[src/oag_pkg.sv]
package oag_pkg;

  localparam int ADDR_W = 16;

  // high byte forced onto page-zero addresses
  localparam logic [7:0] PAGE0_HI = 8'h00;

  // opcode high nibble: addressing form and instruction group
  localparam logic [3:0] HI_BITBR   = 4'h0;
  localparam logic [3:0] HI_BITMAN  = 4'h1;
  localparam logic [3:0] HI_RMW_DIR = 4'h3;
  localparam logic [3:0] HI_RMW_IX1 = 4'h6;
  localparam logic [3:0] HI_RMW_IX  = 4'h7;
  localparam logic [3:0] HI_RM_DIR  = 4'hb;
  localparam logic [3:0] HI_RM_EXT  = 4'hc;
  localparam logic [3:0] HI_RM_IX2  = 4'hd;
  localparam logic [3:0] HI_RM_IX1  = 4'he;
  localparam logic [3:0] HI_RM_IX   = 4'hf;

  // read-modify-write operation codes (opcode low nibble)
  localparam logic [3:0] OP_NEG = 4'h0;
  localparam logic [3:0] OP_COM = 4'h3;
  localparam logic [3:0] OP_LSR = 4'h4;
  localparam logic [3:0] OP_ROR = 4'h6;
  localparam logic [3:0] OP_ASR = 4'h7;
  localparam logic [3:0] OP_LSL = 4'h8;
  localparam logic [3:0] OP_ROL = 4'h9;
  localparam logic [3:0] OP_DEC = 4'ha;
  localparam logic [3:0] OP_INC = 4'hc;
  localparam logic [3:0] OP_TST = 4'hd;
  localparam logic [3:0] OP_CLR = 4'hf;

  // register/memory codes that are jumps
  localparam logic [3:0] OP_JMP = 4'hc;
  localparam logic [3:0] OP_JSR = 4'hd;

  // instruction lengths in bytes
  localparam logic [1:0] LEN_IX    = 2'd1;
  localparam logic [1:0] LEN_DIR   = 2'd2;
  localparam logic [1:0] LEN_IX1   = 2'd2;
  localparam logic [1:0] LEN_EXT   = 2'd3;
  localparam logic [1:0] LEN_IX2   = 2'd3;
  localparam logic [1:0] LEN_BITBR = 2'd3;

  // distance from opcode to the next instruction of a bit branch
  localparam logic [ADDR_W-1:0] BITBR_STEP = 16'h0003;

  // reset values
  localparam logic [ADDR_W-1:0] RST_ADDR = 16'h0000;
  localparam logic [7:0]        RST_BYTE = 8'h00;

  typedef enum logic [2:0] {
    MODE_NONE,
    MODE_DIR,
    MODE_EXT,
    MODE_IX,
    MODE_IX1,
    MODE_IX2
  } oag_mode_t;

  typedef enum logic [2:0] {
    GRP_NONE,
    GRP_REGMEM,
    GRP_JUMP,
    GRP_RMW,
    GRP_BITMAN,
    GRP_BITBR
  } oag_group_t;

  typedef struct packed {
    oag_mode_t  mode;
    oag_group_t group;
    logic [3:0] op;
    logic [2:0] bitnum;
    logic       bit_clear;
    logic [1:0] len;
    logic       legal;
  } oag_dec_t;

endpackage

[src/oag_ea_calc.sv]
`timescale 1ns/1ps
module oag_ea_calc #(
  parameter int AW = 16
) (
  input  oag_pkg::oag_mode_t mode,
  input  logic [7:0]         first_byte,
  input  logic [7:0]         second_byte,
  input  logic [7:0]         index_val,
  output logic [AW-1:0]      ea
);

  generate
    if (AW < 16) begin : g_chk
      $error("oag_ea_calc: address width below 16 bits");
    end
  endgenerate

  wire [AW-1:0] ea_dir;
  wire [AW-1:0] ea_ext;
  wire [AW-1:0] ea_ix;
  wire [AW-1:0] ea_ix1;
  wire [AW-1:0] ea_ix2;
  wire [8:0]    sum_ix1;
  wire [15:0]   sum_ix2;

  assign ea_dir  = AW'({oag_pkg::PAGE0_HI, first_byte});       // [RL1]
  assign ea_ext  = AW'({first_byte, second_byte});             // [RL4]
  assign ea_ix   = AW'({oag_pkg::PAGE0_HI, index_val});        // [RL6]
  // nine-bit sum keeps the carry, top result 0x01fe
  assign sum_ix1 = {1'b0, first_byte} + {1'b0, index_val};     // [RL8] [RL9]
  assign ea_ix1  = AW'(sum_ix1);                               // [RL9]
  // first byte is offset high, second is offset low
  assign sum_ix2 = {first_byte, second_byte} + {8'h00, index_val}; // [RL11] [RL12]
  assign ea_ix2  = AW'(sum_ix2);                               // [RL11]

  assign ea = (mode == oag_pkg::MODE_DIR) ? ea_dir :
              (mode == oag_pkg::MODE_EXT) ? ea_ext :
              (mode == oag_pkg::MODE_IX)  ? ea_ix  :
              (mode == oag_pkg::MODE_IX1) ? ea_ix1 :
              (mode == oag_pkg::MODE_IX2) ? ea_ix2 : AW'(0);

endmodule

[src/oag_top.sv]
// Function
// RL1: direct address is the byte after opcode, high byte zero.
// RL2: ordinary direct instructions are two bytes long.
// RL3: bit-test-and-branch is three bytes: direct address, then displacement.
// RL4: extended address: first byte high, second byte low, any location.
// RL5: extended instructions are three bytes long.
// RL6: indexed no offset uses index as low byte, high byte zero.
// RL7: indexed no offset is a single opcode byte.
// RL8: 8-bit offset address is unsigned index plus unsigned offset byte.
// RL9: 8-bit offset sum keeps its carry, highest address 510.
// RL10: 8-bit offset indexed instructions are two bytes long.
// RL11: 16-bit offset address is index plus unsigned 16-bit word.
// RL12: 16-bit offset: first byte high, second byte low.
// RL13: 16-bit offset indexed instructions are three bytes long.
// RL14: direct accepts load/store/alu/jump/rmw/bit set-clear/bit branch.
// RL15: extended accepts register/memory and jumps only.
// RL16: no 16-bit offset form for read-modify-write operations.
// RL17: bit branch adds signed third byte to pc when bit matches.
// RL18: arithmetic and logical shift left decode as one operation.
`timescale 1ns/1ps
module oag_top #(
  parameter int AW = oag_pkg::ADDR_W
) (
  input  logic                 clk,
  input  logic                 rstn,
  input  logic                 fetch_valid,
  input  logic [7:0]           fetch_byte,
  input  logic [AW-1:0]        insn_addr,
  input  logic [7:0]           index_reg,
  input  logic                 tested_valid,
  input  logic                 tested_bit,
  output logic                 fetch_ready,
  output logic                 ea_valid,
  output logic [AW-1:0]        ea,
  output oag_pkg::oag_dec_t    ea_info,
  output logic                 unsupported,
  output logic                 insn_done,
  output logic                 branch_load,
  output logic [AW-1:0]        branch_target,
  output logic                 tested_carry
);

  generate
    if (AW != oag_pkg::ADDR_W) begin : g_chk
      $error("oag_top: address width must equal the package width");
    end
  endgenerate

  typedef enum logic [1:0] {
    ST_OPC,
    ST_OP1,
    ST_OP2,
    ST_TEST
  } oag_state_t;

  // read-modify-write codes that exist; the rest are holes
  function automatic logic rmw_op_ok(input logic [3:0] op);
    logic ok;
    ok = 1'b0;
    case (op)
      oag_pkg::OP_NEG,
      oag_pkg::OP_COM,
      oag_pkg::OP_LSR,
      oag_pkg::OP_ROR,
      oag_pkg::OP_ASR,
      oag_pkg::OP_LSL,
      oag_pkg::OP_ROL,
      oag_pkg::OP_DEC,
      oag_pkg::OP_INC,
      oag_pkg::OP_TST,
      oag_pkg::OP_CLR: ok = 1'b1;
      default: ok = 1'b0;
    endcase
    return ok;
  endfunction

  // which instruction groups each addressing form serves
  function automatic logic mode_accepts(input oag_pkg::oag_mode_t m,
                                        input oag_pkg::oag_group_t g);
    logic ok;
    ok = 1'b0;
    case (m)
      oag_pkg::MODE_DIR: begin
        ok = (g != oag_pkg::GRP_NONE);                      // [RL14]
      end
      oag_pkg::MODE_EXT: begin
        ok = (g == oag_pkg::GRP_REGMEM) ||
             (g == oag_pkg::GRP_JUMP);                      // [RL15]
      end
      oag_pkg::MODE_IX,
      oag_pkg::MODE_IX1: begin
        ok = (g == oag_pkg::GRP_REGMEM) ||
             (g == oag_pkg::GRP_JUMP) ||
             (g == oag_pkg::GRP_RMW);
      end
      oag_pkg::MODE_IX2: begin
        ok = (g == oag_pkg::GRP_REGMEM) ||
             (g == oag_pkg::GRP_JUMP);                      // [RL16]
      end
      default: ok = 1'b0;
    endcase
    return ok;
  endfunction

  function automatic oag_pkg::oag_group_t regmem_group(input logic [3:0] op);
    oag_pkg::oag_group_t g;
    g = oag_pkg::GRP_REGMEM;
    if ((op == oag_pkg::OP_JMP) || (op == oag_pkg::OP_JSR)) begin
      g = oag_pkg::GRP_JUMP;
    end
    return g;
  endfunction

  function automatic oag_pkg::oag_group_t rmw_group(input logic [3:0] op);
    oag_pkg::oag_group_t g;
    g = rmw_op_ok(op) ? oag_pkg::GRP_RMW : oag_pkg::GRP_NONE;
    return g;
  endfunction

  function automatic oag_pkg::oag_dec_t decode_op(input logic [7:0] opc);
    oag_pkg::oag_dec_t d;
    d           = '0;
    d.mode      = oag_pkg::MODE_NONE;
    d.group     = oag_pkg::GRP_NONE;
    // one code for both shift-left names, in every form
    d.op        = opc[3:0];                                 // [RL18]
    d.bitnum    = opc[3:1];
    d.bit_clear = opc[0];
    case (opc[7:4])
      oag_pkg::HI_BITBR: begin
        d.mode  = oag_pkg::MODE_DIR;
        d.group = oag_pkg::GRP_BITBR;
        d.len   = oag_pkg::LEN_BITBR;                       // [RL3]
      end
      oag_pkg::HI_BITMAN: begin
        d.mode  = oag_pkg::MODE_DIR;
        d.group = oag_pkg::GRP_BITMAN;
        d.len   = oag_pkg::LEN_DIR;                         // [RL2]
      end
      oag_pkg::HI_RMW_DIR: begin
        d.mode  = oag_pkg::MODE_DIR;
        d.group = rmw_group(opc[3:0]);
        d.len   = oag_pkg::LEN_DIR;                         // [RL2]
      end
      oag_pkg::HI_RMW_IX1: begin
        d.mode  = oag_pkg::MODE_IX1;
        d.group = rmw_group(opc[3:0]);
        d.len   = oag_pkg::LEN_IX1;                         // [RL10]
      end
      oag_pkg::HI_RMW_IX: begin
        d.mode  = oag_pkg::MODE_IX;
        d.group = rmw_group(opc[3:0]);
        d.len   = oag_pkg::LEN_IX;                          // [RL7]
      end
      oag_pkg::HI_RM_DIR: begin
        d.mode  = oag_pkg::MODE_DIR;
        d.group = regmem_group(opc[3:0]);
        d.len   = oag_pkg::LEN_DIR;                         // [RL2]
      end
      oag_pkg::HI_RM_EXT: begin
        d.mode  = oag_pkg::MODE_EXT;
        d.group = regmem_group(opc[3:0]);
        d.len   = oag_pkg::LEN_EXT;                         // [RL5]
      end
      oag_pkg::HI_RM_IX2: begin
        d.mode  = oag_pkg::MODE_IX2;
        d.group = regmem_group(opc[3:0]);
        d.len   = oag_pkg::LEN_IX2;                         // [RL13]
      end
      oag_pkg::HI_RM_IX1: begin
        d.mode  = oag_pkg::MODE_IX1;
        d.group = regmem_group(opc[3:0]);
        d.len   = oag_pkg::LEN_IX1;                         // [RL10]
      end
      oag_pkg::HI_RM_IX: begin
        d.mode  = oag_pkg::MODE_IX;
        d.group = regmem_group(opc[3:0]);
        d.len   = oag_pkg::LEN_IX;                          // [RL7]
      end
      default: begin
        d.mode  = oag_pkg::MODE_NONE;
        d.group = oag_pkg::GRP_NONE;
        d.len   = 2'd0;
      end
    endcase
    d.legal = mode_accepts(d.mode, d.group);                // [RL14] [RL15] [RL16]
    return d;
  endfunction

  oag_state_t         state_ff;
  oag_state_t         nxt_state;
  oag_pkg::oag_dec_t  dec_ff;
  oag_pkg::oag_dec_t  nxt_dec;
  logic [7:0]         first_ff;
  logic [7:0]         nxt_first;
  logic [AW-1:0]      base_ff;
  logic [AW-1:0]      nxt_base;
  logic [AW-1:0]      pend_ff;
  logic [AW-1:0]      nxt_pend;
  logic               fetch_ready_ff;
  logic               nxt_fetch_ready;
  logic               ea_valid_ff;
  logic               nxt_ea_valid;
  logic [AW-1:0]      ea_ff;
  logic [AW-1:0]      nxt_ea;
  oag_pkg::oag_dec_t  ea_info_ff;
  oag_pkg::oag_dec_t  nxt_ea_info;
  logic               unsupported_ff;
  logic               nxt_unsupported;
  logic               insn_done_ff;
  logic               nxt_insn_done;
  logic               branch_load_ff;
  logic               nxt_branch_load;
  logic [AW-1:0]      branch_target_ff;
  logic [AW-1:0]      nxt_branch_target;
  logic               tested_carry_ff;
  logic               nxt_tested_carry;

  wire                     take;
  wire oag_pkg::oag_dec_t  dec_now;
  wire oag_pkg::oag_dec_t  dec_sel;
  wire [7:0]               calc_first;
  wire [AW-1:0]            calc_ea;
  wire [AW-1:0]            disp_ext;
  wire [AW-1:0]            br_dest;
  wire                     bit_match;
  wire                     last_byte_op1;

  // a byte moves only while the fetch side sees ready
  assign take          = fetch_valid && fetch_ready_ff;
  assign dec_now       = decode_op(fetch_byte);
  assign dec_sel       = (state_ff == ST_OPC) ? dec_now : dec_ff;
  assign calc_first    = (state_ff == ST_OP1) ? fetch_byte : first_ff;
  assign last_byte_op1 = (dec_ff.len == oag_pkg::LEN_DIR);  // [RL2] [RL10]
  // displacement is signed, counted from the next instruction
  assign disp_ext      = {{(AW-8){fetch_byte[7]}}, fetch_byte}; // [RL17]
  assign br_dest       = base_ff + oag_pkg::BITBR_STEP + disp_ext; // [RL17]
  // clear-type branches on a zero, set-type on a one
  assign bit_match     = tested_bit ^ dec_ff.bit_clear;     // [RL17]

  oag_ea_calc #(
    .AW (AW)
  ) u_ea (
    .mode        (dec_sel.mode),
    .first_byte  (calc_first),
    .second_byte (fetch_byte),
    .index_val   (index_reg),
    .ea          (calc_ea)
  );

  always_comb begin
    nxt_state         = state_ff;
    nxt_dec           = dec_ff;
    nxt_first         = first_ff;
    nxt_base          = base_ff;
    nxt_pend          = pend_ff;
    nxt_ea_valid      = 1'b0;
    nxt_ea            = ea_ff;
    nxt_ea_info       = ea_info_ff;
    nxt_unsupported   = 1'b0;
    nxt_insn_done     = 1'b0;
    nxt_branch_load   = 1'b0;
    nxt_branch_target = branch_target_ff;
    nxt_tested_carry  = tested_carry_ff;
    case (state_ff)
      ST_OPC: begin
        if (take) begin
          if (!dec_now.legal) begin
            nxt_unsupported = 1'b1;
          end else begin
            nxt_dec  = dec_now;
            nxt_base = insn_addr;
            if (dec_now.len == oag_pkg::LEN_IX) begin
              // no operand bytes: address straight from index
              nxt_ea        = calc_ea;                      // [RL6] [RL7]
              nxt_ea_valid  = 1'b1;
              nxt_ea_info   = dec_now;
              nxt_insn_done = 1'b1;
            end else begin
              nxt_state = ST_OP1;
            end
          end
        end
      end
      ST_OP1: begin
        if (take) begin
          nxt_first = fetch_byte;
          if (last_byte_op1) begin
            nxt_ea        = calc_ea;                        // [RL1] [RL8]
            nxt_ea_valid  = 1'b1;
            nxt_ea_info   = dec_ff;
            nxt_insn_done = 1'b1;
            nxt_state     = ST_OPC;
          end else begin
            nxt_state = ST_OP2;                             // [RL5] [RL13]
          end
        end
      end
      ST_OP2: begin
        if (take) begin
          // bit branch: held byte is the direct address
          nxt_ea       = calc_ea;                           // [RL3] [RL4] [RL11]
          nxt_ea_valid = 1'b1;
          nxt_ea_info  = dec_ff;
          if (dec_ff.group == oag_pkg::GRP_BITBR) begin
            nxt_pend  = br_dest;                            // [RL17]
            nxt_state = ST_TEST;
          end else begin
            nxt_insn_done = 1'b1;
            nxt_state     = ST_OPC;
          end
        end
      end
      ST_TEST: begin
        if (tested_valid) begin
          nxt_tested_carry  = tested_bit;
          nxt_branch_load   = bit_match;                    // [RL17]
          nxt_branch_target = pend_ff;
          nxt_insn_done     = 1'b1;
          nxt_state         = ST_OPC;
        end
      end
      default: begin
        nxt_state = ST_OPC;
      end
    endcase
    nxt_fetch_ready = (nxt_state != ST_TEST);
  end

  always_ff @(posedge clk) begin
    if (!rstn) begin
      state_ff         <= ST_OPC;
      dec_ff           <= '0;
      first_ff         <= oag_pkg::RST_BYTE;
      base_ff          <= oag_pkg::RST_ADDR;
      pend_ff          <= oag_pkg::RST_ADDR;
      fetch_ready_ff   <= 1'b0;
      ea_valid_ff      <= 1'b0;
      ea_ff            <= oag_pkg::RST_ADDR;
      ea_info_ff       <= '0;
      unsupported_ff   <= 1'b0;
      insn_done_ff     <= 1'b0;
      branch_load_ff   <= 1'b0;
      branch_target_ff <= oag_pkg::RST_ADDR;
      tested_carry_ff  <= 1'b0;
    end else begin
      state_ff         <= nxt_state;
      dec_ff           <= nxt_dec;
      first_ff         <= nxt_first;
      base_ff          <= nxt_base;
      pend_ff          <= nxt_pend;
      fetch_ready_ff   <= nxt_fetch_ready;
      ea_valid_ff      <= nxt_ea_valid;
      ea_ff            <= nxt_ea;
      ea_info_ff       <= nxt_ea_info;
      unsupported_ff   <= nxt_unsupported;
      insn_done_ff     <= nxt_insn_done;
      branch_load_ff   <= nxt_branch_load;
      branch_target_ff <= nxt_branch_target;
      tested_carry_ff  <= nxt_tested_carry;
    end
  end

  assign fetch_ready   = fetch_ready_ff;
  assign ea_valid      = ea_valid_ff;
  assign ea            = ea_ff;
  assign ea_info       = ea_info_ff;
  assign unsupported   = unsupported_ff;
  assign insn_done     = insn_done_ff;
  assign branch_load   = branch_load_ff;
  assign branch_target = branch_target_ff;
  assign tested_carry  = tested_carry_ff;

endmodule

[config.mk]
export PLATFORM = sky130hd
export DESIGN_NAME = oag_top
export DESIGN_NICKNAME = d
export VERILOG_FILES = /design/src/oag_pkg.sv /design/src/oag_ea_calc.sv /design/src/oag_top.sv
export SDC_FILE = /design/constraint.sdc
export NUM_CORES = 1
export LEC_CHECK = 0
export ABC_AREA = 1
export BUFFER_PORTS_ARGS = -buffer_cell sky130_fd_sc_hd__buf_2
export CAP_MARGIN = 20
export CORE_MARGIN = 4
export CORE_UTILIZATION = 42
export DETAILED_ROUTE_END_ITERATION = 10
export PLACE_DENSITY = 0.63
export SYNTH_ARGS = -nofsm -noshare
export SYNTH_HDL_FRONTEND = slang
export SYNTH_SLANG_ARGS = --single-unit
[constraint.sdc]
create_clock -name clk -period 6.5 [get_ports clk]
set_input_delay 0.325 -clock clk [delete_from_list [all_inputs] [get_ports clk]]
set_output_delay 0.325 -clock clk [all_outputs]
set_load 0.03 [all_outputs]
# Yosys cells after proc, flatten, opt, wreduce, memory -nomap -nowiden
# Memories as Yosys holds them, arrays and structs flattened.
# Cells that the tools add are included.
[word_totals] input_bits=37 output_inout_bits=55 mem_count=3 regBits=114 romBits=48
[classes] reduce_logical=20 add_sub_neg=4 mux=52 bitwise_logic=1 n_eq_ne=37
[memory_table] name="(name not given)" words=16 width=1 read_ports=1 rd_clocked_by_memory_dff=0 wr=0 line_no="oag_top.sv:60" rtl="case (op)"
[memory_table] name="(name not given)" words=16 width=1 read_ports=1 rd_clocked_by_memory_dff=0 wr=0 line_no="oag_top.sv:60"
[memory_table] name="(name not given)" words=16 width=1 read_ports=1 rd_clocked_by_memory_dff=0 wr=0 line_no="oag_top.sv:60"
[op_table] cell="two-way mux 16 bit" n=11
[op_table] cell="two-way mux 17 bit" n=7
[op_table] cell="case mux 6 bit (10 select lines)" n=1
[op_table] cell="case mux 17 bit (3 select lines)" n=1
[op_table] cell="case mux 16 bit (3 select lines)" n=1
[op_table] cell="== test 4 bit (second input constant)" n=7
[op_table] cell="two-way mux 2 bit" n=12
[op_table] cell="== test 3 x 2 -> 1 bit (second input constant)" n=6
[op_table] cell="adder 16 bit" n=1
[op_table] cell="adder 16 x 2 -> 16 bit (second input constant)" n=1
[op_table] cell="adder 16 x 8 -> 16 bit" n=1
[op_table] cell="== test 3 bit (second input constant)" n=5
[op_table] cell="two-way mux 1 bit" n=13
[op_table] cell="inequality test 2 bit (second input constant)" n=6
[op_table] cell="AND reduction 3 bit" n=4
[op_table] cell="adder 8 x 8 -> 9 bit" n=1
[op_table] cell="== test 3 x 1 -> 1 bit (second input constant)" n=3
[op_table] cell="== test 4 x 3 -> 1 bit (second input constant)" n=2
[op_table] cell="two-way mux 8 bit" n=1
[op_table] cell="case mux 2 bit (4 select lines)" n=1
[op_table] cell="AND reduction 7 bit" n=1
[op_table] cell="== test 2 bit (second input constant)" n=3
[op_table] cell="case mux 1 bit (3 select lines)" n=2
[op_table] cell="case mux 2 bit (3 select lines)" n=1
[op_table] cell="15 further kinds" n=22

# Depth between registers and ports, before layout
# Gate-level depths: netlist of run 1.
[logic_depth] depth_word=19 mapped_depth=17 mapped_depth_nobuf=17

# By module
# A second synthesis of run 1 with hierarchy kept.
[hier_totals] cells_unflattened=1062 hier_area_um2=7059.3
[by_module_without_submodules] mod="oag_top" n_inst=1 area_per_inst_um2=5587.9 cells_per_inst=767 seq_area_each_um2=2122.0
[by_module_without_submodules] mod="oag_ea_calc" n_inst=1 area_per_inst_um2=1471.4 cells_per_inst=295 seq_area_each_um2=0.0

# Worst setup path before layout of run 1
# OpenSTA, ideal clock, no wires.
[synth_path] kind="register to register" from="reg state_ff[1]" to="reg ea_ff[8] (netlist: ea[8])" path_stages_with_launch=17 path_buffers=1 slack_ps=4087 t_arrival_ps=2344 cell_sequence="dfxtp_1 inv_1 ha_1 buf_4 nand2_1 nand2_1 inv_2 ha_1 inv_1 fa_1 o21ai_0 nand4_1 nand3_1 o21ai_0 nand2_1 o21ai_0 a21oi_1"
[synth_via] elab_chain_cells=12 word_cells_on_any_way=32 classes_between="2 x add/sub; 13 x eq/ne; 14 x mux; 3 x reduce/logical"
[synth_lines] element="from (decl)" line_no="oag_top.sv:190" rtl="oag_state_t state_ff;"
[synth_lines] element="from (signal assigned)" line_no="oag_top.sv:347" rtl="state_ff <= nxt_state;"
[synth_lines] element="== test 2 x 1 -> 1 bit or zero test 2 bit (tied branches)" line_no="oag_top.sv:233, oag_top.sv:265, oag_top.sv:232"
[synth_lines] element="two-way mux 8 bit or two-way mux 17 bit (tied branches)" line_no="oag_top.sv:233, oag_top.sv:232"
[synth_lines] element="adder 16 x 8 -> 16 bit or == test 3 bit (tied branches)" line_no="oag_ea_calc.sv:33, oag_ea_calc.sv:40"
[synth_lines] element="two-way mux 16 bit" line_no="oag_ea_calc.sv:40" rtl="(mode == oag_pkg::MODE_IX2) ? ea_ix2 : AW'(0);"
[synth_lines] element="two-way mux 16 bit" line_no="oag_ea_calc.sv:39" rtl="(mode == oag_pkg::MODE_IX1) ? ea_ix1 :"
[synth_lines] element="two-way mux 16 bit" line_no="oag_ea_calc.sv:38" rtl="(mode == oag_pkg::MODE_IX) ? ea_ix :"
[synth_lines] element="two-way mux 16 bit" line_no="oag_ea_calc.sv:37" rtl="(mode == oag_pkg::MODE_EXT) ? ea_ext :"
[synth_lines] element="two-way mux 16 bit" line_no="oag_ea_calc.sv:36" rtl="assign ea = (mode == oag_pkg::MODE_DIR) ? ea_dir :"
[synth_lines] element="two-way mux 16 bit" line_no="oag_top.sv:273" rtl="if (dec_now.len == oag_pkg::LEN_IX) begin"
[synth_lines] element="two-way mux 16 bit" line_no="oag_top.sv:268" rtl="if (!dec_now.legal) begin"
[synth_lines] element="two-way mux 16 bit" line_no="oag_top.sv:267" rtl="if (take) begin"
[synth_lines] element="case mux 16 bit (3 select lines)" line_no="oag_top.sv:265" rtl="case (state_ff)"
[synth_lines] element="to (signal assigned)" line_no="oag_top.sv:339" rtl="ea_ff <= oag_pkg::RST_ADDR;"
[synth_lines] element="to (signal assigned)" line_no="oag_top.sv:354" rtl="ea_ff <= nxt_ea;"
[synth_lines] element="to (decl)" line_no="oag_top.sv:204" rtl="logic [AW-1:0] ea_ff;"
# Several ways; a longest one is shown, not always the timed one. The select of a mux whose other input is x is not followed.
# A chain may end at the register's enable or synchronous reset.

# Worst setup path in the final report of run 1
# Ends and elaborated chain as after synthesis.

==> results of run 1 <==
-- power by group --
part           switching (W)  internal [W]
combinational       0.000416      0.000186
sequential         0.0000205      0.000685
clock               0.000275      0.000311
total               0.000712       0.00118
-- state kept, by name, summed over array words and instances (netlist names) --
| name | count |
|---|---|
| base_ff | 16 |
| branch_load | 1 |
| branch_target | 16 |
| dec_ff | 13 |
| ea | 16 |
| ea_info | 13 |
| ea_valid | 1 |
| fetch_ready | 1 |
| first_ff | 8 |
| insn_done | 1 |
| pend_ff | 16 |
| state_ff | 2 |
| tested_carry | 1 |
| unsupported | 1 |
-- layer usage --
metal	up-vias	global-route usage, %	routed length, µm
li1	3426	-	-
met1	2906	30.2	9310
met2	167	30.4	7910
met3	24	3.44	1060
met4	0	6.16	331
met5	-	0	0
-- area by class of cell --
type                            instances  area [µm²]  share of cell area (%)
Multi-Input combinational cell        743        4060                    52.9
Sequential cell                       106        2120                    27.7
Timing Repair Buffer                   94         478                    6.23
Inverter                              112         423                    5.51
Tap cell                              216         270                    3.52
Clock buffer                            9         225                    2.94
Clock inverter                          7        92.6                    1.21
-- worst reg2reg max path, delay by kind of cell, from the launching register on --
| kind | cells | cell delay [ns] |
|---|---|---|
| AND/OR/NAND/NOR | 5 | 0.50 |
| flip-flops | 1 | 0.34 |
| AO/OA/AOI/OAI | 4 | 0.59 |
| adder cells (fa/ha/maj) | 3 | 1.19 |
| buffers and inverters | 4 | 0.59 |
-- worst paths after layout --
| path | startpoint | to | slack [ns] | depth (start not counted) |
|---|---|---|---|---|
| worst max-delay path | state_ff[1] | ea[8] | 3.22 | 16 |
| worst min-delay path | insn_addr[13] | base_ff[13] | 0.20 | 3 |
| worst max register to register | state_ff[1] | ea[8] | 3.22 | 16 |
| worst min register to register | dec_ff[9] | dec_ff[9] | 0.46 | 2 |
-- logic make-up after synthesis --
kind of cell,Yosys count
buffers and inverters,158
DFF,106
adders and majority gates,56
xor gates and xnor gates,23
and+or+nand+nor,441
AOI/OAI and AO/OA,223
-- stage by stage --
stage	hold slack (ns)	worst slack [ns]	util (%)	instance area, µm²
2_1_floorplan	0.429	4.09	-	6890
3_3_place_gp	0.441	3.40	46.0	7350
3_5_place_dp	0.447	3.28	46.0	7350
4_1_cts	0.190	3.25	47.9	7670
5_1_grt	0.209	2.90	47.9	7670
6_report	0.198	3.22	47.9	7670
-- placed cells by master, fill, tap and decap left out, drive strengths merged, types with 2 or more instances in the layout --
cell type and instances:
nor3 7, inv 117, clkbuf 9, o21ai 99, o211ai 3, o21a 2
a21o 8, dfxtp 106, or2 3, o31ai 2, a31oi 3, a21oi 101
nand4 15, nand3b 5, nor2 93, xor2 15, nand2 250, ha 53
buf 94, xnor2 8, nand3 65, fa 3, o221ai 2, and2 2
==> impl_metrics.json, run 1 <==
{
  "die_height_um": 136,
  "nets": 1159,
  "finClkSkew_ns": 0.00926,
  "drive_above_1_share_pct": 14.8,
  "cts_tree": "done",
  "dieArea_um2": 18500,
  "synthMostInstantiatedCell": "nand2_1",
  "worstSkewPairLatency_ns": 0.37,
  "yosys.area.top_type": "dfxtp_1",
  "path_class": "register to register",
  "crit_chain": "inv_1, ha_1, inv_1, nand2_1, nand2_1, inv_2, ha_1, inv_1, fa_1, o21ai_0, nand4_1, nand3_1, o21ai_0, nand2_1, o21ai_0, a21oi_1",
  "start_util_pct": 43.0,
  "finalSetupTns_ns": 0,
  "end_kind": "register",
  "synth_cell_types": 43,
  "maxCapViolCount": 0,
  "die_x_um": 136,
  "synth_cells": 1007,
  "cts_hold_buf": 0,
  "hold_class": "primary input to register",
  "power_density_nw_per_um2": 247,
  "slew_violations": 0,
  "syn_nets": 1100,
  "async_reset_ff_share_pct": 0,
  "dr.pass1.iters": 5,
  "cpPeakStageDelay_ns": 0.59,
  "wirelength_um": 18600,
  "drt_iter0_drc": 536,
  "worst_ir_drop_vdd_uv": 130,
  "fillers": 1682,
  "synth-xor-area-share_pct": 2.93,
  "synth_enable_flop_cells": 0,
  "setup_viol": 0,
  "finalHoldViolCount": 0,
  "yosysWarnings": 0,
  "crit_required_ns": 6.80,
  "clock-sinks": 106,
  "ant_nets": 0,
  "ctsResizeCount": 0,
  "worstMarginPinSlew_ns": 0.658,
  "worst-path-buf-inv": 4,
  "port_buffers": 91,
  "ys_ff_latch": 106,
  "vias_per_cell": 5.07,
  "p_leak_nw": 3.77,
  "drc": 0,
  "status": "complete, no violations",
  "rows": 46,
  "root_buffer": "clkbuf_16",
  "ioPinCount": 92,
  "fmax_mhz": 305,
  "grt_max_degree": 67,
  "area_growth_pct": 11.4,
  "post_cts_buffers": 0,
  "place_inst": 1271,
  "grtUsageTotal_pct": 20.5,
  "wl_per_cell_um": 14.5,
  "cts_inserted_buffers": 9,
  "netlist_area_um2": 6890,
  "rsz0062_at_grt": "no",
  "gp_congestion": 0.901,
  "cp-start-kind": "register",
  "coreArea_um2": 16000,
  "synth_area_per_cell_um2": 6.84,
  "synth_compound_area_share_pct": 17.2,
  "finalCritPeriodShare_pct": 50.4,
  "cp.arrival_ns": 3.58,
  "yosys.area_share.simple_pct": 28.3,
  "htreeDepth": 3,
  "crit_path_max_fanout": 20,
  "synth_top_cell_area_share_pct": 30.8,
  "num_vias": 6523,
  "synthTopCellsByArea": "dfxtp_1 31%, nand2_1 13%, ha_1 9.6%",
  "synthAdderAreaFrac_pct": 10.5,
  "grt_pass1_vias": 5911,
  "dp_hpwl_um": 13900,
  "synthMuxAreaShare_pct": 0,
  "grt_pass1_wl_um": 30200,
  "synth_top_family_by_area": "simple AND/OR/NAND/NOR gates",
  "synthTopCellsByCount": "235 x nand2_1, 106 x dfxtp_1, 101 x a21oi_1",
  "n_antenna_cell": 0,
  "cpMaxStageDelayCell": "ha_1",
  "cp_top_family": "adder cells",
  "layout.cells.non_filler": 1287,
  "grt_remaining_overflow": 0,
  "fin_crit_ns": 3.28,
  "clkSlewWorstSetupHoldPaths_ns": 0.08,
  "clk_path_buf_depth": 2,
  "p_total_w": 0.00189,
  "slew_headroom_pct": 55.7,
  "ys_seq_area_share_pct": 30.8,
  "ys.flop_type": "dfxtp_1",
  "antenna_found_initial": 0
}
No activity file was read; power rests on OpenSTA's default activity.
==> inputs of run 2 (changes only) <==
--- a/config.mk
+++ b/config.mk
@@ -11,7 +11,7 @@
 export CORE_MARGIN = 4
 export CORE_UTILIZATION = 42
 export DETAILED_ROUTE_END_ITERATION = 10
-export PLACE_DENSITY = 0.63
+export PLACE_DENSITY = 0.66
 export SYNTH_ARGS = -nofsm -noshare
 export SYNTH_HDL_FRONTEND = slang
 export SYNTH_SLANG_ARGS = --single-unit
==> constraint.sdc (replaced) <==
create_clock -name clk -period 2.9 [get_ports clk]
set_input_delay 0.145 -clock clk [delete_from_list [all_inputs] [get_ports clk]]
set_output_delay 0.145 -clock clk [all_outputs]
set_load 0.03 [all_outputs]
==> run 2 against run 1 <==
Wire length rose by 2.4%; total power increased by 130%; die area stayed put; worst setup slack got worse by 2.9 ns; flip-flop and latch count did not move; first-iteration DRC count up 4.9%; cell area rose by 1.3%; combinational power rose by 130%; critical path depth is the same; core utilization up 0.63 points; non-clock buffer count is 14 higher; critical endpoint unchanged.
==> impl_metrics.json, run 2 (same netlist as run 1, synthesis figures left out) <==
{
  "status": "complete, no violations",
  "cp-startpoint": "state_ff[1]",
  "power_density_nw_per_um2": 549,
  "worst_ir_drop_vdd_uv": 315,
  "num_vias": 6662,
  "cts_hold_buf": 0,
  "dr.pass1.iters": 5,
  "utilization_pct": 48.6,
  "rsz0062_at_grt": "no",
  "clock-sinks": 106,
  "gp_congestion": 0.948,
  "place_inst": 1285,
  "worst-path-buf-inv": 4,
  "pre_cts_ws_ns": 0.183,
  "path_class": "register to register",
  "area_growth_pct": 12.9,
  "cp_top_family": "adder cells",
  "finalHoldViolCount": 0,
  "die_height_um": 136,
  "nets": 1173,
  "n_antenna_cell": 0,
  "grt_remaining_overflow": 0,
  "route.met2.wl_um": 8140,
  "drc": 0,
  "setup_viol": 0,
  "root_buffer": "clkbuf_16",
  "final_cell_area_um2": 7770,
  "min-delay-start": "insn_addr[12]",
  "reg2reg_from": "state_ff[1]",
  "worstSkewPairLatency_ns": 0.36,
  "antenna_found_initial": 0,
  "coreArea_um2": 16000,
  "cts_tree": "done",
  "dieArea_um2": 18500,
  "hold_class": "primary input to register",
  "rows": 46,
  "ioPinCount": 92,
  "htreeDepth": 3,
  "wirelength_um": 19000,
  "placed_cell_area_um2": 7470,
  "layout.cells.non_filler": 1300,
  "wl_met1_um": 9400,
  "grt_max_degree": 66,
  "fin_crit_ns": 2.57,
  "slew_headroom_pct": 54.6,
  "finalCritPeriodShare_pct": 88.8,
  "grt_pass1_wl_um": 30800,
  "dp_hpwl_um": 14600,
  "worstMarginPinSlew_ns": 0.681,
  "ant_nets": 0,
  "drt_iter0_drc": 562,
  "end_kind": "register",
  "cts_inserted_buffers": 9,
  "fin_ws_ns": 0.326,
  "clk_path_buf_depth": 2,
  "p_leak_nw": 3.83,
  "grtUsageTotal_pct": 20.8,
  "crit_chain": "inv_1, ha_2, inv_1, nand2_1, nand2_1, inv_2, ha_1, inv_1, fa_1, o21ai_1, nand4_1, nand3_1, o21ai_0, nand2_1, o21ai_0, a21oi_1",
  "finClkSkew_ns": 0.0104,
  "cpPeakStageDelay_ns": 0.42,
  "cp-start-kind": "register",
  "start_util_pct": 43.0,
  "routed.top_layer": "met4",
  "wl_met3_um": 1180,
  "finalSetupTns_ns": 0,
  "port_buffers": 91,
  "cpMaxStageDelayCell": "fa_1",
  "grt_pass1_vias": 5932,
  "drive_above_1_share_pct": 15.9,
  "vias_per_cell": 5.12,
  "cp.arrival_ns": 2.86,
  "wl_per_cell_um": 14.7,
  "slew_violations": 0,
  "fmax_mhz": 388,
  "crit_required_ns": 3.19,
  "die_x_um": 136,
  "crit_path_max_fanout": 7,
  "final_cell_mix": "235 x nand2_1, 106 x dfxtp_1, 101 x a21oi_1, 98 x inv_1, 91 x buf_2",
  "maxCapViolCount": 0,
  "layout_commonest_cell": "nand2_1",
  "clkSlewWorstSetupHoldPaths_ns": 0.08
}
-- run 2: changes by cell type in the layout (fill, tap and decap cells not counted), sizes merged --
cell / previous run / this run
buf: 94 / 108
inv: 117 / 114
clkinvlp: 0 / 2
-- run 2: final timing paths --
path	to	slack, ns	cells after the start
worst max-delay path	ea[8]	0.33	16
worst min register to register	dec_ff[8]	0.45	2
worst min-delay path	base_ff[12]	0.02	3
worst max register to register	ea[8]	0.33	16
-- run 2: worst min-delay path, cell delays in order --
cell and delay, ns:
buf_2 0.09, nand2_1 0.05, a21oi_1 0.05
-- run 2: area by class of cell --
class                      instances  area [µm²]
fill                            1704        8230
multi-input combinational        743        4060
sequential                       106        2120
timing repair buffer             108         596
inverter                         112         423
tap                              216         270
clock buffer                       9         225
clock inverter                     6        73.8
-- run 2: timing repair --
| action | in CTS | in global routing |
|---|---|---|
| buffers inserted | 0 | 0 |
| resized for setup | 0 | 2 |
| setup endpoints to repair | 0 | 2 |
-- run 2: per-layer routing --
layer  GRT usage, %  vias to the layer above
met5              0                        -
met4           6.33                        0
met3           2.07                       24
met2           31.5                      193
met1           31.2                     3011
li1               -                     3434
-- run 2: stage by stage --
| step | total power, W | hold WS (ns) |
|---|---|---|
| finish | 0.00427 | 0.0233 |
| global route | 0.00453 | 0.0356 |
| CTS | 0.00428 | 0.0150 |
| detailed placement | 0.00302 | 0.403 |
| global placement | 0.00302 | 0.397 |
| floorplan | 0.00267 | 0.288 |
-- run 2: power by group --
group	total [W]	leakage [nW]	internal, W	switching, W
registers	0.00158	0.859	0.00154	0.0000476
logic	0.00141	2.83	0.000463	0.000950
clock network	0.00127	0.140	0.000676	0.000596
==> inputs of run 3 (changes only) <==
--- a/config.mk
+++ b/config.mk
@@ -9,9 +9,11 @@
 export BUFFER_PORTS_ARGS = -buffer_cell sky130_fd_sc_hd__buf_2
 export CAP_MARGIN = 20
 export CORE_MARGIN = 4
-export CORE_UTILIZATION = 42
+export CORE_UTILIZATION = 35
 export DETAILED_ROUTE_END_ITERATION = 10
-export PLACE_DENSITY = 0.66
+export PLACE_DENSITY = 0.57
+export RECOVER_POWER = 50
+export SETUP_SLACK_MARGIN = 0.4
 export SYNTH_ARGS = -nofsm -noshare
 export SYNTH_HDL_FRONTEND = slang
 export SYNTH_SLANG_ARGS = --single-unit
==> run 3 against run 2 <==
Sequential power is essentially flat; global-route usage decreased by 2.4 points; core utilization shrank 8.1 points; cell area rose by 0.93%; cell count grew 3.9%; critical endpoint is now ea[6]; highest routed layer is now met5; non-clock buffer count up 1; via count fell by 1.9%; fmax grew 7.6%; clock-buffer cell count did not move; sequential share of layout area shrank 0.20 points; total power increased by 1.8%; critical path depth shrank 2.
==> impl_metrics.json, run 3 (same netlist as run 1, synthesis figures left out) <==
{
  "status": "complete, no violations",
  "layout_commonest_cell": "nand2_1",
  "drt_iter0_drc": 489,
  "layout.cells.non_filler": 1351,
  "vias_per_cell": 4.84,
  "dp_hpwl_um": 15500,
  "drc": 0,
  "worstMarginPinSlew_ns": 0.897,
  "grt_max_degree": 66,
  "p_sw_share_pct": 37.9,
  "cp-start-kind": "register",
  "cp.arrival_ns": 2.66,
  "setup_viol": 0,
  "n_antenna_cell": 0,
  "start_util_pct": 35.5,
  "p_total_w": 0.00435,
  "htreeDepth": 3,
  "p_int_w": 0.00270,
  "grtUsageTotal_pct": 18.4,
  "p_switching_w": 0.00165,
  "end_kind": "register",
  "die_x_um": 148,
  "path_class": "register to register",
  "final_cell_mix": "232 x nand2_1, 105 x dfxtp_1, 99 x a21oi_1, 98 x inv_1, 84 x nor2_1",
  "place_inst": 1334,
  "dieArea_um2": 22000,
  "die_height_um": 148,
  "seq_power_share_pct": 36.5,
  "drive_above_1_share_pct": 11.9,
  "coreArea_um2": 19400,
  "post_cts_buffers": 0,
  "seqCellArea_um2": 2130,
  "rsz0062_at_grt": "yes",
  "crit_required_ns": 3.17,
  "dr.pass1.iters": 5,
  "ioPinCount": 92,
  "wl_per_cell_um": 15.0,
  "fin_crit_ns": 2.39,
  "ant_nets": 0,
  "maxCapViolCount": 0,
  "slew_headroom_pct": 40.1,
  "worstSkewPairLatency_ns": 0.36,
  "finClkSkew_ns": 0.0127,
  "clk_path_buf_depth": 2,
  "rows": 51,
  "finalHoldViolCount": 0,
  "multiInputGateArea_um2": 4130,
  "clkSlewWorstSetupHoldPaths_ns": 0.08,
  "grt_pass1_vias": 6035,
  "port_buffers": 91,
  "cts_inserted_buffers": 9,
  "p_leak_nw": 3.60,
  "cts_tree": "done",
  "antenna_found_initial": 1,
  "fmax_mhz": 418,
  "power_density_nw_per_um2": 554,
  "hold_class": "primary input to register",
  "crit_path_max_fanout": 6,
  "grt_remaining_overflow": 0,
  "worst_ir_drop_vdd_uv": 260,
  "gp_congestion": 0.982,
  "area_growth_pct": 13.9,
  "finalSetupTns_ns": 0,
  "clkPwrFrac_pct": 30.3,
  "utilization_pct": 40.4,
  "finalCritPeriodShare_pct": 82.5,
  "clock-sinks": 106,
  "root_buffer": "clkbuf_16",
  "combPwrFrac_pct": 33.2,
  "num_vias": 6537,
  "grt_pass1_wl_um": 32400,
  "fillers": 2164,
  "slew_violations": 0,
  "wirelength_um": 20200,
  "nets": 1174
}
[run 3: worst paths after layout]
check                           cells after the start  slack [ns]           from          endpoint
worst max-delay path                               14        0.51    state_ff[0]             ea[6]
worst min-delay path                                3        0.03  insn_addr[13]       base_ff[13]
worst max register to register                     14        0.51    state_ff[0]             ea[6]
worst min register to register                      2        0.45     pend_ff[7]  branch_target[7]
[run 3: power by group through the flow]
stage          logic (W)  clock network, W  registers (W)
3_3_place_gp     0.00142                 0        0.00162
4_1_cts          0.00143           0.00137        0.00159
2_1_floorplan   0.000978                 0        0.00169
5_1_grt          0.00162           0.00142        0.00160
3_5_place_dp     0.00141                 0        0.00162
6_report         0.00144           0.00132        0.00159
[run 3: cell type report]
cell class / count / share of cell area (%)
Clock inverter: 7 / 1.18
Sequential cell: 106 / 27.1
Tap cell: 265 / 4.23
Clock buffer: 9 / 2.87
Timing Repair Buffer: 109 / 6.62
Inverter: 112 / 5.42
Multi-Input combinational cell: 743 / 52.6
[run 3: critical path, stage by stage, from the launching register on]
cell and delay, ns:
dfxtp_1 0.45, ha_4 0.21, inv_1 0.05, buf_4 0.15, nand2_1 0.06, nand2_1 0.09, ha_1 0.36, a21o_1 0.22
nor2_1 0.14, o21ai_1 0.11, xor2_1 0.16, nand2_1 0.07, nand4_1 0.07, nor2_1 0.12, nor2_1 0.04
[run 3: what timing repair did]
| action | CTS | global route |
|---|---|---|
| pin swaps | 0 | 4 |
| hold endpoints to repair | 1 | 0 |
| resized for setup | 4 | 20 |
| hold buffers | 1 | 0 |
| endpoints found under the setup margin | 4 | 14 |
| gates cloned | 0 | 0 |
[run 3: layer usage]
layer	routed length (µm)	vias up	part of all wire, %	GRT usage, %
met2	8680	139	43	27.9
met1	10300	2935	51	27.7
met3	996	16	4.9	2.56
met5	12	-	0.059	0
li1	-	3445	-	-
met4	241	2	1.2	4.25
[run 3: per-stage QoR]
| stage | setup slack (ns) | hold WS, ns | cell area [µm²] |
|---|---|---|---|
| 2_1_floorplan | 0.487 | 0.288 | 6890 |
| 3_3_place_gp | 0.298 | 0.399 | 7520 |
| 3_5_place_dp | 0.287 | 0.401 | 7520 |
| 4_1_cts | 0.412 | 0.00392 | 7860 |
| 5_1_grt | 0.265 | 0.0254 | 7850 |
| 6_report | 0.507 | 0.0264 | 7850 |
